### config.mk
export PLATFORM = sky130hd
export DESIGN_NAME = weigh_status_registers
export DESIGN_NICKNAME = d
export VERILOG_FILES = /design/src/hdl/weigh_status_pkg.sv /design/src/hdl/pin_level_filter.sv /design/src/hdl/weigh_status_registers.sv
export VERILOG_INCLUDE_DIRS = /design/src /design/src/hdl
export SDC_FILE = /design/constraint.sdc
export NUM_CORES = 1
export LEC_CHECK = 0
export BUFFER_PORTS_ARGS = -buffer_cell sky130_fd_sc_hd__buf_2
export CAP_MARGIN = 30
export CORE_ASPECT_RATIO = 1.2
export CORE_MARGIN = 3
export CORE_UTILIZATION = 49
export DETAILED_ROUTE_END_ITERATION = 6
export PLACE_DENSITY_LB_ADDON = 0.25
export SLEW_MARGIN = 20
export SYNTH_ARGS = -nofsm -noshare
export SYNTH_HDL_FRONTEND = slang
export SYNTH_SLANG_ARGS = --single-unit
export TNS_END_PERCENT = 50
### constraint.sdc
create_clock -name core_clk -period 1.9 [get_ports core_clk]
set_input_delay 0.19 -clock core_clk [delete_from_list [all_inputs] [get_ports core_clk]]
set_output_delay 0.19 -clock core_clk [all_outputs]
set_load 0.005 [all_outputs]
### src/hdl/weigh_status_regs.svh
// Register indexes, field positions, codes and reset values of the weigh status bank.
`ifndef WEIGH_STATUS_REGS_SVH
`define WEIGH_STATUS_REGS_SVH

// Register indexes on the cyclic read port.
`define IDX_COMMAND_LEVEL_MIRROR   8'h02
`define IDX_PULSE_COMMAND_MIRROR   8'h03
`define IDX_SCALING_AND_FAULT_INFO 8'h04
`define IDX_PRODUCT_REVISION_INFO  8'h05

// Command select codes: level set base, level clear offset, pulse base.
`define CMD_LEVEL_BASE   8'h50
`define CMD_LEVEL_LAST   8'h5D
`define CMD_UNUSED_LEVEL 8'h58
`define CMD_CLEAR_OFFSET 8'h80
`define CMD_PULSE_BASE   8'h70
`define CMD_PULSE_LAST   8'h7D
`define CMD_UNUSED_PULSE 8'h78
`define CMD_COUNT        14
`define CMD_CLEAR_FAULT_BIT 9

// Field positions in the mirror and info words.
`define MIRROR_LOW_LSB   16
`define MIRROR_HIGH_LSB  25
`define INFO_UNIT_LSB    8
`define INFO_STEP_LSB    16
`define INFO_FAULT_LSB   24

// Weight unit codes.
`define UNIT_MILLIGRAM 8'h01
`define UNIT_GRAM      8'h02
`define UNIT_KILOGRAM  8'h03
`define UNIT_TON       8'h04
`define UNIT_POUND     8'h05
`define UNIT_LITER     8'h06

// Step width codes, equal to the increment itself.
`define STEP_1  8'h01
`define STEP_2  8'h02
`define STEP_5  8'h05
`define STEP_10 8'h0A
`define STEP_20 8'h14
`define STEP_50 8'h32

// Fault codes loaded by the block itself.
`define FAULT_RANGE      8'h23
`define FAULT_CAL_LOCKED 8'h28
`define FAULT_NOT_IN_CAL 8'h29

// Reset values.
`define RESET_WORD  32'h0000_0000
`define RESET_FAULT 8'h00

`endif

### src/hdl/weigh_status_pkg.sv
// Types shared by the weigh status bank modules.
package weigh_status_pkg;

  typedef logic [7:0]  byte_type;
  typedef logic [31:0] word_type;
  typedef logic [13:0] cmd_vec_type;

  // Whole state of the register bank.
  typedef struct packed {
    cmd_vec_type levelCmd;
    cmd_vec_type actionStart;
    logic        commandFaultFlag;
    byte_type    recentFaultCode;
    logic        rdValid;
    word_type    rdData;
  } bank_state_type;

  // Whole state of the pin filter.
  typedef struct packed {
    logic [2:0] stage;
    logic       level;
  } filter_state_type;

endpackage : weigh_status_pkg

### src/hdl/pin_level_filter.sv
// Three-stage synchroniser that accepts a pin level once two late stages agree.
`timescale 1ns/10ps
module pin_level_filter (
  input  wire logic core_clk,
  input  wire logic arst_n,
  input  wire logic pinRaw,
  output logic      pinLevel
);
  import weigh_status_pkg::*;

  filter_state_type st_ff;
  filter_state_type nxt_st;

  // Stage 0 feeds only stage 1; the level moves when stages 1 and 2 agree.
  always_comb begin
    nxt_st = st_ff;
    nxt_st.stage = {st_ff.stage[1:0], pinRaw};
    if (st_ff.stage[1] == st_ff.stage[2]) begin
      nxt_st.level = st_ff.stage[2];
    end
  end

  // Reset to unlocked levels.
  always_ff @(posedge core_clk or negedge arst_n) begin
    if (!arst_n) begin
      st_ff <= '0;
    end else begin
      st_ff <= nxt_st;
    end
  end

  assign pinLevel = st_ff.level;

endmodule : pin_level_filter

### src/hdl/weigh_status_registers.sv
// Read-only status register bank of the weighing transmitter with command mirrors and faults.
//
// Contract
// - Level command bits mirrored in status word.
// - Transition command status word always reads zero.
// - Info word packs exponent, unit, step, fault.
// - Unit codes one to six, milligram to liter.
// - Out-of-range weight loads fault code 35.
// - Locked calibration switch loads fault code 40.
// - Calibration step outside calibration loads 41.
// - Identity word: type MSB first, major, minor.
// - Failure sets fault flag, held until cleared.
// - Level command acts on rising edge.
// - Transition command self-clears, acts once.
`timescale 1ns/10ps
`include "weigh_status_regs.svh"
module weigh_status_registers #(
  parameter logic [15:0] TYPE_NUMBER   = 16'h0A5C, // Arbitrary value.
  parameter logic [7:0]  MAJOR_RELEASE = 8'h01,    // Arbitrary value.
  parameter logic [7:0]  MINOR_RELEASE = 8'h00     // Arbitrary value.
) (
  input  wire logic                         core_clk,
  input  wire logic                         arst_n,
  input  wire logic                         rdReq,
  input  wire weigh_status_pkg::byte_type   rdIndex,
  output logic                              rdValid,
  output weigh_status_pkg::word_type        rdData,
  input  wire logic                         cmdWrValid,
  input  wire weigh_status_pkg::byte_type   cmdWrSelect,
  output weigh_status_pkg::cmd_vec_type     actionStart,
  output weigh_status_pkg::cmd_vec_type     levelCmdState,
  input  wire weigh_status_pkg::byte_type   decimalExponent,
  input  wire logic [2:0]                   unitSel,
  input  wire logic [2:0]                   stepSel,
  input  wire logic                         calLockPin,
  input  wire logic                         calModeActive,
  input  wire logic                         calStepReq,
  input  wire logic                         rangeFail,
  input  wire logic                         faultValid,
  input  wire weigh_status_pkg::byte_type   faultCode,
  output logic                              commandFaultFlag,
  output weigh_status_pkg::byte_type        recentFaultCode
);
  import weigh_status_pkg::*;

  bank_state_type st_ff;
  bank_state_type nxt_st;
  logic           calLocked;
  byte_type       unitCode;
  byte_type       stepCode;
  word_type       levelMirror;
  word_type       infoWord;
  cmd_vec_type    setMask;
  cmd_vec_type    clrMask;
  cmd_vec_type    pulseMask;
  byte_type       cmdOffset;
  logic           faultEvent;
  byte_type       faultNext;

  // The lock switch is a pin and must be filtered before it decides anything.
  pin_level_filter u_lock_filter (
    .core_clk (core_clk),
    .arst_n   (arst_n),
    .pinRaw   (calLockPin),
    .pinLevel (calLocked)
  );

  // Unit selection to unit code; an unknown selection reports zero.
  always_comb begin
    unique case (unitSel)
      3'd0:    unitCode = `UNIT_MILLIGRAM;
      3'd1:    unitCode = `UNIT_GRAM;
      3'd2:    unitCode = `UNIT_KILOGRAM;
      3'd3:    unitCode = `UNIT_TON;
      3'd4:    unitCode = `UNIT_POUND;
      3'd5:    unitCode = `UNIT_LITER;
      default: unitCode = 8'h00;
    endcase
  end

  // Step selection to step code; the byte carries the increment itself.
  always_comb begin
    unique case (stepSel)
      3'd0:    stepCode = `STEP_1;
      3'd1:    stepCode = `STEP_2;
      3'd2:    stepCode = `STEP_5;
      3'd3:    stepCode = `STEP_10;
      3'd4:    stepCode = `STEP_20;
      3'd5:    stepCode = `STEP_50;
      default: stepCode = 8'h00;
    endcase
  end

  // Decode one command write into set, clear and pulse masks.
  always_comb begin
    setMask   = '0;
    clrMask   = '0;
    pulseMask = '0;
    cmdOffset = 8'h00;
    if (cmdWrValid) begin
      if (cmdWrSelect >= `CMD_LEVEL_BASE && cmdWrSelect <= `CMD_LEVEL_LAST
          && cmdWrSelect != `CMD_UNUSED_LEVEL) begin
        cmdOffset = cmdWrSelect - `CMD_LEVEL_BASE;
        setMask[cmdOffset[3:0]] = 1'b1;
      end else if (cmdWrSelect >= (`CMD_LEVEL_BASE + `CMD_CLEAR_OFFSET)
          && cmdWrSelect <= (`CMD_LEVEL_LAST + `CMD_CLEAR_OFFSET)
          && cmdWrSelect != (`CMD_UNUSED_LEVEL + `CMD_CLEAR_OFFSET)) begin
        cmdOffset = cmdWrSelect - (`CMD_LEVEL_BASE + `CMD_CLEAR_OFFSET);
        clrMask[cmdOffset[3:0]] = 1'b1;
      end else if (cmdWrSelect >= `CMD_PULSE_BASE && cmdWrSelect <= `CMD_PULSE_LAST
          && cmdWrSelect != `CMD_UNUSED_PULSE) begin
        cmdOffset = cmdWrSelect - `CMD_PULSE_BASE;
        pulseMask[cmdOffset[3:0]] = 1'b1;
      end
    end
  end

  // Fault source priority: lock, then calibration mode, then range, then others.
  always_comb begin
    faultEvent = 1'b1;
    faultNext  = st_ff.recentFaultCode;
    if (calStepReq && calLocked) begin
      faultNext = `FAULT_CAL_LOCKED;
    end else if (calStepReq && !calModeActive) begin
      faultNext = `FAULT_NOT_IN_CAL;
    end else if (rangeFail) begin
      faultNext = `FAULT_RANGE;
    end else if (faultValid) begin
      faultNext = faultCode;
    end else begin
      faultEvent = 1'b0;
    end
  end

  // Status words assembled from live state.
  always_comb begin
    levelMirror = `RESET_WORD;
    levelMirror[`MIRROR_LOW_LSB +: 8]  = st_ff.levelCmd[7:0];
    levelMirror[`MIRROR_HIGH_LSB +: 5] = st_ff.levelCmd[13:9];
    infoWord = {st_ff.recentFaultCode, stepCode, unitCode, decimalExponent};
  end

  // Next state of the whole bank.
  always_comb begin
    nxt_st = st_ff;
    // Only a 0 to 1 change of a level bit starts its action.
    nxt_st.levelCmd    = (st_ff.levelCmd | setMask) & ~clrMask;
    nxt_st.actionStart = (setMask & ~st_ff.levelCmd) | pulseMask;
    // A fault raised in the clearing cycle survives; set wins over clear.
    if (faultEvent) begin
      nxt_st.commandFaultFlag = 1'b1;
      nxt_st.recentFaultCode  = faultNext;
    end else if (st_ff.actionStart[`CMD_CLEAR_FAULT_BIT]) begin
      nxt_st.commandFaultFlag = 1'b0;
    end
    nxt_st.rdValid = rdReq;
    nxt_st.rdData  = `RESET_WORD;
    if (rdReq) begin
      unique case (rdIndex)
        `IDX_COMMAND_LEVEL_MIRROR:   nxt_st.rdData = levelMirror;
        `IDX_PULSE_COMMAND_MIRROR:   nxt_st.rdData = `RESET_WORD;
        `IDX_SCALING_AND_FAULT_INFO: nxt_st.rdData = infoWord;
        `IDX_PRODUCT_REVISION_INFO:  nxt_st.rdData = {MINOR_RELEASE, MAJOR_RELEASE,
                                                      TYPE_NUMBER[7:0],
                                                      TYPE_NUMBER[15:8]};
        default:                     nxt_st.rdData = `RESET_WORD;
      endcase
    end
  end

  // Single register stage for all state; the fault code survives until overwritten.
  always_ff @(posedge core_clk or negedge arst_n) begin
    if (!arst_n) begin
      st_ff <= '0;
    end else begin
      st_ff <= nxt_st;
    end
  end

  assign rdValid          = st_ff.rdValid;
  assign rdData           = st_ff.rdData;
  assign actionStart      = st_ff.actionStart;
  assign levelCmdState    = st_ff.levelCmd;
  assign commandFaultFlag = st_ff.commandFaultFlag;
  assign recentFaultCode  = st_ff.recentFaultCode;

  // Checks beside the logic they guard.
  property p_level_mirror;
    @(posedge core_clk) disable iff (!arst_n)
    rdReq && rdIndex == `IDX_COMMAND_LEVEL_MIRROR
      |=> rdValid && rdData[23:16] == $past(st_ff.levelCmd[7:0])
          && rdData[29:25] == $past(st_ff.levelCmd[13:9]) && rdData[15:0] == 16'h0000;
  endproperty
  a_level_mirror: assert property (p_level_mirror) else $error("level mirror wrong");

  property p_pulse_zero;
    @(posedge core_clk) disable iff (!arst_n)
    rdReq && rdIndex == `IDX_PULSE_COMMAND_MIRROR |=> rdValid && rdData == 32'h0000_0000;
  endproperty
  a_pulse_zero: assert property (p_pulse_zero) else $error("pulse mirror not zero");

  property p_info_pack;
    @(posedge core_clk) disable iff (!arst_n)
    rdReq && rdIndex == `IDX_SCALING_AND_FAULT_INFO
      |=> rdData[7:0] == $past(decimalExponent) && rdData[31:24] == $past(recentFaultCode);
  endproperty
  a_info_pack: assert property (p_info_pack) else $error("info word packing wrong");

  property p_unit_code;
    @(posedge core_clk) disable iff (!arst_n)
    rdReq && rdIndex == `IDX_SCALING_AND_FAULT_INFO && unitSel < 3'd6
      |=> rdData[15:8] == {5'b00000, $past(unitSel)} + 8'h01;
  endproperty
  a_unit_code: assert property (p_unit_code) else $error("unit code wrong");

  property p_range_fault;
    @(posedge core_clk) disable iff (!arst_n)
    rangeFail && !calStepReq |=> recentFaultCode == 8'h23 && commandFaultFlag;
  endproperty
  a_range_fault: assert property (p_range_fault) else $error("range fault code wrong");

  property p_lock_fault;
    @(posedge core_clk) disable iff (!arst_n)
    calStepReq && calLocked |=> recentFaultCode == 8'h28;
  endproperty
  a_lock_fault: assert property (p_lock_fault) else $error("lock fault code wrong");

  property p_cal_fault;
    @(posedge core_clk) disable iff (!arst_n)
    calStepReq && !calLocked && !calModeActive |=> recentFaultCode == 8'h29;
  endproperty
  a_cal_fault: assert property (p_cal_fault) else $error("calibration fault code wrong");

  property p_fault_hold;
    @(posedge core_clk) disable iff (!arst_n)
    commandFaultFlag && !actionStart[9] && !faultEvent
      |=> commandFaultFlag && $stable(recentFaultCode);
  endproperty
  a_fault_hold: assert property (p_fault_hold) else $error("fault flag not held");

  property p_level_edge;
    @(posedge core_clk) disable iff (!arst_n)
    cmdWrValid && cmdWrSelect == 8'h50 && !levelCmdState[0]
      |=> actionStart[0] && levelCmdState[0] ##1 !actionStart[0] || cmdWrValid;
  endproperty
  a_level_edge: assert property (p_level_edge) else $error("level command edge missed");

  property p_pulse_once;
    @(posedge core_clk) disable iff (!arst_n)
    cmdWrValid && cmdWrSelect == 8'h70
      |=> actionStart[0] && $stable(levelCmdState);
  endproperty
  a_pulse_once: assert property (p_pulse_once) else $error("pulse command not once");

  property p_step_code;
    @(posedge core_clk) disable iff (!arst_n)
    rdReq && rdIndex == `IDX_SCALING_AND_FAULT_INFO && stepSel == 3'd3
      |=> rdData[23:16] == 8'h0A;
  endproperty
  a_step_code: assert property (p_step_code) else $error("step code wrong");

  property p_ident;
    @(posedge core_clk) disable iff (!arst_n)
    rdReq && rdIndex == `IDX_PRODUCT_REVISION_INFO
      |=> rdData == {MINOR_RELEASE, MAJOR_RELEASE, TYPE_NUMBER[7:0], TYPE_NUMBER[15:8]};
  endproperty
  a_ident: assert property (p_ident) else $error("identity word wrong");

  property p_other_fault;
    @(posedge core_clk) disable iff (!arst_n)
    faultValid && !rangeFail && !calStepReq |=> recentFaultCode == $past(faultCode);
  endproperty
  a_other_fault: assert property (p_other_fault) else $error("fault code not passed");

endmodule : weigh_status_registers

==> qor_table.md, run 1 <==
| Item | Reported |
| --- | --- |
| Synth async-reset ratio | 100% |
| Switching fraction of total power | 26.5% |
| Number of detailed-route iterations in the first pass | 4 |
| Post-synthesis register bit count | 70 |
| Count of pins on the block boundary | 117 |
| Synthesized instance count | 254 |
| Count of flip-flops with a built-in enable after synthesis | 0 |
| TritonCTS clock tree | yes |
| Post-synth top cells | 70 x sky130_fd_sc_hd__dfrtp_1, 19 x sky130_fd_sc_hd__nand3_1, 13 x sky130_fd_sc_hd__a21oi_1, 13 x sky130_fd_sc_hd__nor2_1, 11 x sky130_fd_sc_hd__and2_1 |
| Row Count | 30 |
| Total congestion overflow after global routing | 0 |
| Post-route fraction of the period consumed by the critical path | 64.9% |
| Final non-filler cell total | 454 |
| Layout net count | 416 |
| Synthesized area divided by synthesized cell count | 11.6 um2 |
| Clock Sink Count | 70 |
| Clock insertion delay at the later pin of the skew report | 0.33 ns |
| Setup WS pre-CTS | 0.450 ns |
| Top post-synthesis cells by area | sky130_fd_sc_hd__dfrtp_1 60%, sky130_fd_sc_hd__nand3_1 3.2%, sky130_fd_sc_hd__mux2i_1 3.1% |
| Summed instance area of the synthesized netlist | 0.00294 mm2 |
| PwrDens | 769 mW/mm2 |
| Fraction of final layout cells with drive strength greater than 1 | 37.2% |
| Area of placed instances | 0.00358 mm2 |
| Run status | finished, final reports clean |
| Post-synth cell types | 45 |
| Initial cell density of the core | 51.1% |
| Worst clock skew on the final layout | 0.00799 ns |
| Die Y | 90.8 um |
| Clock transition time at the flip-flop clock pins of the worst setup and hold paths | 0.08 ns |
| Final-report hold violation count | 0 |
| NetSw | 0.769 mW |
| Wire length of the first global-routing pass | 11400 um |
| Final weighted congestion in routability-driven placement | 0.885 |
| Setup TNS | 0 ns |
| Data required, critical path | 2.12 ns |
| Initial antenna violation count | 0 |
| Max-cap violations | 0 |
| Transition at the pin with the smallest max-transition slack | 0.716 ns |
| Count of cells resized by post-cts repair | 0 |
| Startpoint class of the critical path | flop |
| Dpl hpwl | 5220 um |
| Die width | 76.7 um |
| Final setup viols | 0 |
| Total internal power | 2.13 mW |
| Cell with the most instances after synthesis | sky130_fd_sc_hd__dfrtp_1 |
| Total detailed-routing wirelength | 7010 um |
| CTS Root Cell | sky130_fd_sc_hd__clkbuf_8 |
| Sequential fraction of the synthesis area | 59.7% |
| Core region area | 0.00574 mm2 |
| Via count of the first global-routing pass | 2390 |
| Period minus WS final | 1.23 ns |
| Number of warning messages in the yosys log | 0 |
| RSZ-0062 raised after global routing | false |
| Worst-path maximum fanout | 7 |
| # port buffers | 114 |
| Number of buffers added to fix hold violations after cts | 2 |
| Total inserted antenna cells | 0 |
| Pin count of the biggest net entering global routing | 71 |
| Final Instance Area | 0.00377 mm2 |
| Worst min path class | in -> reg |
| Tightest slew margin relative to the limit | 52.0% |
| Peak clock frequency supported by timing | 811 MHz |
| Fraction of synthesized cell area taken by the top area cell type | 59.7% |
| Setup repair bufs after CTS | 0 |
| Critical path data arrival time | 1.45 ns |
| Portion of total power attributed to sequential cells | 54.3% |
| Die Area | 0.00696 mm2 |
| Combinational cell fraction of total power | 9.9% |
| Number of design-rule violations left by the first detailed-router iteration | 60 |
| Worst VDD drop | 0.000370 V |
| Type of the worst setup path | reg -> reg |
| GRT Total Usage | 20.5% |
| Pleak | 1.88 nW |
| Worst setup margin | 0.668 ns |
| Number of instances in the placed design | 436 |
| Worst setup EP type | flop |
| Number of pins exceeding their max-slew limit in the final report | 0 |
| Routed length per instance | 15.4 um |
| Clock power frac | 35.8% |
| Drc violations | 0 |
| Vias per cell | 5.38 |
| Ys flop type | sky130_fd_sc_hd__dfrtp_1 |
| Largest area contributor in the netlist | sky130_fd_sc_hd__dfrtp_1 |
| Count of nets left with antenna violations after detail routing | 0 |
| Layout-stage area growth over the synthesis result | 28.5% |
| CTS Buf Count | 9 |
| Clock Tree Buf Depth | 2 |
| Total via count after detailed routing | 2441 |
| H-tree lvl count | 3 |
==> critical path, stage by stage (launching register included) <==
cell	delay, ns
sky130_fd_sc_hd__dfrtp_1	0.41
sky130_fd_sc_hd__nand2b_1	0.17
sky130_fd_sc_hd__a21o_1	0.26
sky130_fd_sc_hd__a211o_1	0.29
==> worst paths after layout <==
check | from | to | slack, ns | depth (start not counted)
max in group asynchronous | arst_n | actionStart[3] | 1.21 | 3
hold reg to reg | u_lock_filter.nxt_st[2] | u_lock_filter.nxt_st[3] | 0.36 | 0
setup reg to reg | u_lock_filter.pinLevel | commandFaultFlag | 0.67 | 3
setup / recovery | u_lock_filter.pinLevel | commandFaultFlag | 0.67 | 3
hold / removal | rdReq | rdValid | 0.04 | 1
min in group asynchronous | arst_n | recentFaultCode[0] | 0.40 | 3
==> registers in the layout, indices dropped and copies added, names as in the netlist <==
signal / cells
u_lock_filter.pinLevel: 1
recentFaultCode: 8
actionStart: 14
u_lock_filter.st_ff: 1
u_lock_filter.nxt_st: 2
commandFaultFlag: 1
rdData: 28
levelCmdState: 14
rdValid: 1
==> logic make-up (layout without fill, tap and decap cells) <==
| logic type | after synthesis | count (layout) | share of synthesized area (%) |
|---|---|---|---|
| other cells | 1 | 3 | 0.128 |
| compound gates | 58 | 58 | 13.7 |
| fa+ha+maj | 1 | 1 | 0.341 |
| mux | 10 | 10 | 3.45 |
| buf+inv | 28 | 146 | 4.48 |
| simple gates | 86 | 86 | 18.2 |
| flops | 70 | 70 | 59.7 |
==> metal layers <==
metal / track usage [%] / routed length, um
met3: 3.59 / 410
met5: 0 / 0
met2: 33.7 / 3640
met4: 10.9 / 168
met1: 25.8 / 2790
==> metrics by stage <==
| stage | power, mW | hold slack (ns) | utilization [%] |
|---|---|---|---|
| 2_1_floorplan | 1.72 | -0.106 | - |
| 3_3_place_gp | 1.88 | 0.237 | 62.3 |
| 3_5_place_dp | 1.89 | 0.242 | 62.3 |
| 4_1_cts | 2.93 | 0.0240 | 65.7 |
| 5_1_grt | 3.04 | 0.0275 | 65.7 |
| 6_report | 2.90 | 0.0444 | 65.7 |
==> cell usage in the layout (no fill, tap or decap), types with 3 or more instances in the layout <==
cell type / instances
sky130_fd_sc_hd__dfrtp_1: 70
sky130_fd_sc_hd__a21oi_1: 13
sky130_fd_sc_hd__o31ai_1: 9
sky130_fd_sc_hd__and2_1: 11
sky130_fd_sc_hd__clkinvlp_4: 4
sky130_fd_sc_hd__nor4_1: 3
sky130_fd_sc_hd__and3_1: 4
sky130_fd_sc_hd__nand4_1: 3
sky130_fd_sc_hd__inv_1: 10
sky130_fd_sc_hd__nand2_1: 6
sky130_fd_sc_hd__o21ai_0: 7
sky130_fd_sc_hd__buf_2: 114
sky130_fd_sc_hd__o41ai_1: 5
sky130_fd_sc_hd__a211oi_1: 10
sky130_fd_sc_hd__nor2_1: 13
sky130_fd_sc_hd__a311oi_1: 3
sky130_fd_sc_hd__conb_1: 3
sky130_fd_sc_hd__mux2i_1: 9
sky130_fd_sc_hd__buf_4: 3
sky130_fd_sc_hd__clkbuf_8: 9
sky130_fd_sc_hd__nand3_1: 19
sky130_fd_sc_hd__nand3b_1: 5
sky130_fd_sc_hd__nor2b_1: 6
==> layout make-up <==
class / instances / area, um2
multi-input cells: 158 / 1070
clock inverters: 6 / 47.5
fillers: 498 / 1970
well taps: 80 / 100
clock buffers: 10 / 128
inverters: 10 / 37.5
flip-flops and latches: 70 / 1750
repair buffers: 120 / 633
==> power by group through the flow <==
stage	Clock, mW	Combinational (mW)	Sequential [mW]
floorplan	0	0.120	1.60
global route	1.14	0.320	1.58
finish	1.04	0.287	1.57
CTS	1.07	0.291	1.57
global placement	0	0.279	1.60
detailed placement	0	0.286	1.60
Power figures use the tool's default switching activity.
==> inputs of run 2 (changes only) <==
ABC_AREA = 1   (was unset)
clock period = 1.2 ns   (was 1.9 ns; I/O delays follow)
==> qor_table.md, run 2 <==
| Item | Reported | Change |
| --- | --- | --- |
| Run status | finished, final reports clean |  |
| Max-cap violations | 0 | unchanged |
| Clock Tree Buf Depth | 2 | unchanged |
| Fraction of final layout cells with drive strength greater than 1 | 29.9% | -7.3 points |
| Synthesized instance count | 392 | +54% |
| # port buffers | 114 | unchanged |
| Sequential fraction of the synthesis area | 54.4% | -5.2 points |
| Cell with the largest stage delay on the worst path | sky130_fd_sc_hd__dfrtp_1 |  |
| Number of warning messages in the yosys log | 0 | unchanged |
| Total congestion overflow after global routing | 0 | unchanged |
| Final setup viols | 0 | unchanged |
| Largest area contributor in the netlist | sky130_fd_sc_hd__dfrtp_1 |  |
| CTS Root Cell | sky130_fd_sc_hd__clkbuf_8 |  |
| Pin count of the biggest net entering global routing | 71 | unchanged |
| TritonCTS clock tree | yes |  |
| Core region area | 0.00621 mm2 | +8.1% |
| Final weighted congestion in routability-driven placement | 0.932 | +5.4% |
| Post-synth top cells | 111 x sky130_fd_sc_hd__nand2_1, 70 x sky130_fd_sc_hd__dfrtp_1, 65 x sky130_fd_sc_hd__nor2_1, 52 x sky130_fd_sc_hd__inv_1, 25 x sky130_fd_sc_hd__nand3_1 |  |
| Number of detailed-route iterations in the first pass | 4 | unchanged |
| Hold slack | 0.0130 ns | -0.0315 ns |
| Vias per cell | 4.64 | -14% |
| Worst-path maximum fanout | 4 | -3 |
| Ys flop type | sky130_fd_sc_hd__dfrtp_1 |  |
| Total inserted antenna cells | 0 | unchanged |
| Die Area | 0.00758 mm2 | +8.9% |
| Commonest cells after routing, fill and taps aside | 114 x sky130_fd_sc_hd__buf_2, 111 x sky130_fd_sc_hd__nand2_1, 70 x sky130_fd_sc_hd__dfrtp_1, 65 x sky130_fd_sc_hd__nor2_1, 51 x sky130_fd_sc_hd__inv_1 |  |
| Fraction of synthesized cell area taken by the top area cell type | 54.4% | -5.2 points |
| Dpl hpwl | 5550 um | +6.3% |
| Number of design-rule violations left by the first detailed-router iteration | 122 | +100% |
| Clock insertion delay at the later pin of the skew report | 0.35 ns | +0.02 ns |
| Count of nets left with antenna violations after detail routing | 0 | unchanged |
| Type of the worst setup path | reg -> reg |  |
| Die Y | 94.8 um | +4.4% |
| Post-route fraction of the period consumed by the critical path | 95.2% | +30 points |
| Count of flip-flops with a built-in enable after synthesis | 0 | unchanged |
| Worst min path class | in -> reg |  |
| Layout-stage area growth over the synthesis result | 31.9% |  |
| Wire length of the first global-routing pass | 11800 um | +3.2% |
| Routed length per instance | 11.9 um | -23% |
| Delay of the slowest critical-path stage | 0.40 ns | about the same |
| Number of pins exceeding their max-slew limit in the final report | 0 | unchanged |
| Clock transition time at the flip-flop clock pins of the worst setup and hold paths | 0.08 ns | about the same |
| Layout net count | 578 | +39% |
| Count of pins on the block boundary | 117 | unchanged |
| Dominant cell type by count on the critical path | sky130_fd_sc_hd__o21ai_0 |  |
| Post-synth cell types | 28 | -38% |
| Total detailed-routing wirelength | 7360 um | +4.9% |
| Total via count after detailed routing | 2865 | +17% |
| Period minus WS final | 1.14 ns | -0.0904 ns |
| Initial cell density of the core | 51.9% | +0.74 points |
| List of cells traversed by the critical path | o21ai_0 -> nand3_1 -> inv_1 -> nand2_1 -> o21ai_0 |  |
| Pleak | 2.36 nW | +25% |
| Die width | 80.0 um | +4.3% |
| H-tree lvl count | 3 | unchanged |
| Via count of the first global-routing pass | 2669 | +12% |
| CTS Buf Count | 9 | unchanged |
| Setup slack of the most critical reg-to-reg path | 0.06 ns | -0.61 ns |
| Synth async-reset ratio | 100% | unchanged |
| Total power | 4.85 mW | +67% |
| Data required, critical path | 1.46 ns | -0.66 ns |
| Summed instance area of the synthesized netlist | 0.00322 mm2 | +9.6% |
| Worst setup EP type | flop |  |
| Final-report hold violation count | 0 | unchanged |
| RSZ-0062 raised after global routing | true |  |
| Worst VDD drop | 0.000691 V | +87% |
| Flip-flop count of the largest register, all copies and words added | 28 | unchanged |
| Most common cell after layout, fill and taps aside | sky130_fd_sc_hd__buf_2 |  |
| Startpoint class of the critical path | flop |  |
| Critical path data arrival time | 1.41 ns | -0.04 ns |
| Synthesized area divided by synthesized cell count | 8.21 um2 | -29% |
| Row Count | 31 | +3.3% |
| Post-synthesis register bit count | 70 | unchanged |
| Clock Sink Count | 70 | unchanged |
| Peak clock frequency supported by timing | 876 MHz | +7.9% |
| Top post-synthesis cells by area | sky130_fd_sc_hd__dfrtp_1 54%, sky130_fd_sc_hd__nand2_1 13%, sky130_fd_sc_hd__nor2_1 7.6% |  |
| Initial antenna violation count | 0 | unchanged |
| Cell with the most instances after synthesis | sky130_fd_sc_hd__nand2_1 |  |
| Worst clock skew on the final layout | 0.0128 ns | +0.00483 ns |
| GRT Total Usage | 20.2% | -0.28 points |
| PwrDens | 1140 mW/mm2 | +49% |
| Drc violations | 0 | unchanged |
-- run 2: cell count changes in the layout (fill, tap and decap cells not counted), moves of 10 or more --
cell / change
sky130_fd_sc_hd__inv_1: +41
sky130_fd_sc_hd__and2_1: -11
sky130_fd_sc_hd__nor2_1: +52
sky130_fd_sc_hd__dlygate4sd3_1: +13
sky130_fd_sc_hd__nand2_1: +105
sky130_fd_sc_hd__a211oi_1: -10
-- run 2: stage by stage --
stage	worst slack [ns]	std cells	area [um2]	TNS (ns)	util [%]
CTS	0.0902	618	4240	0	68.4
detailed placement	0.0374	587	3900	0	62.8
global placement	0.0796	587	3900	0	62.8
global route	-0.0209	618	4240	-0.0221	68.4
finish	0.0580	618	4240	0	68.4
floorplan	0.210	394	3230	0	-
-- run 2: final timing paths --
check / from / end / cells past startpoint
min in group asynchronous: arst_n / rdData[21] / 3
max in group asynchronous: arst_n / rdData[2] / 3
min: decimalExponent[2] / rdData[2] / 3
min reg2reg: u_lock_filter.nxt_st[2] / u_lock_filter.nxt_st[3] / 0
max: u_lock_filter.pinLevel / recentFaultCode[7] / 5
max reg2reg: u_lock_filter.pinLevel / recentFaultCode[7] / 5
-- run 2: cell type report --
class	count	area (um2)
fill	490	1960
timing repair buffer	137	806
sequential	70	1750
clock buffer	10	128
multi-input combinational	257	1180
inverter	56	210
tap	82	103
clock inverter	6	70.1
-- run 2: timing repair --
action                     CTS  global route
setup endpoints to repair    0             3
buffers inserted             0             0
hold buffers                15             0
hold endpoints to repair    84             0
gates resized for setup      0             1
-- run 2: logic make-up (layout without fill, tap and decap cells) --
logic type      Yosys count  count (layout)  synth area share, %
flops                    70              70                 54.4
buf+inv                  67             209                 9.25
other cells               1               3                0.117
simple gates            232             232                 32.3
compound gates           21              21                 3.54
fa+ha+maj                 1               1                0.311
-- run 2: routing by layer --
layer / share of wire, % / track usage [%]
met1: 42 / 24.0
met2: 50 / 34.0
met4: 2.0 / 10.7
met5: 0 / 0
met3: 6.2 / 4.48
-- run 2: worst max-delay path, delay by kind of cell (launching register included) --
| kind | cells | cell delay [ns] |
|---|---|---|
| AOI/OAI and AO/OA | 2 | 0.34 |
| buffers and inverters | 1 | 0.12 |
| DFF | 1 | 0.40 |
| and+or+nand+nor | 2 | 0.19 |
-- run 2: power breakdown --
group / internal, mW / total [mW] / switching (mW)
Combinational: 0.215 / 0.510 / 0.295
Sequential: 2.42 / 2.48 / 0.0582
Clock: 0.973 / 1.86 / 0.887
Total: 3.61 / 4.85 / 1.24
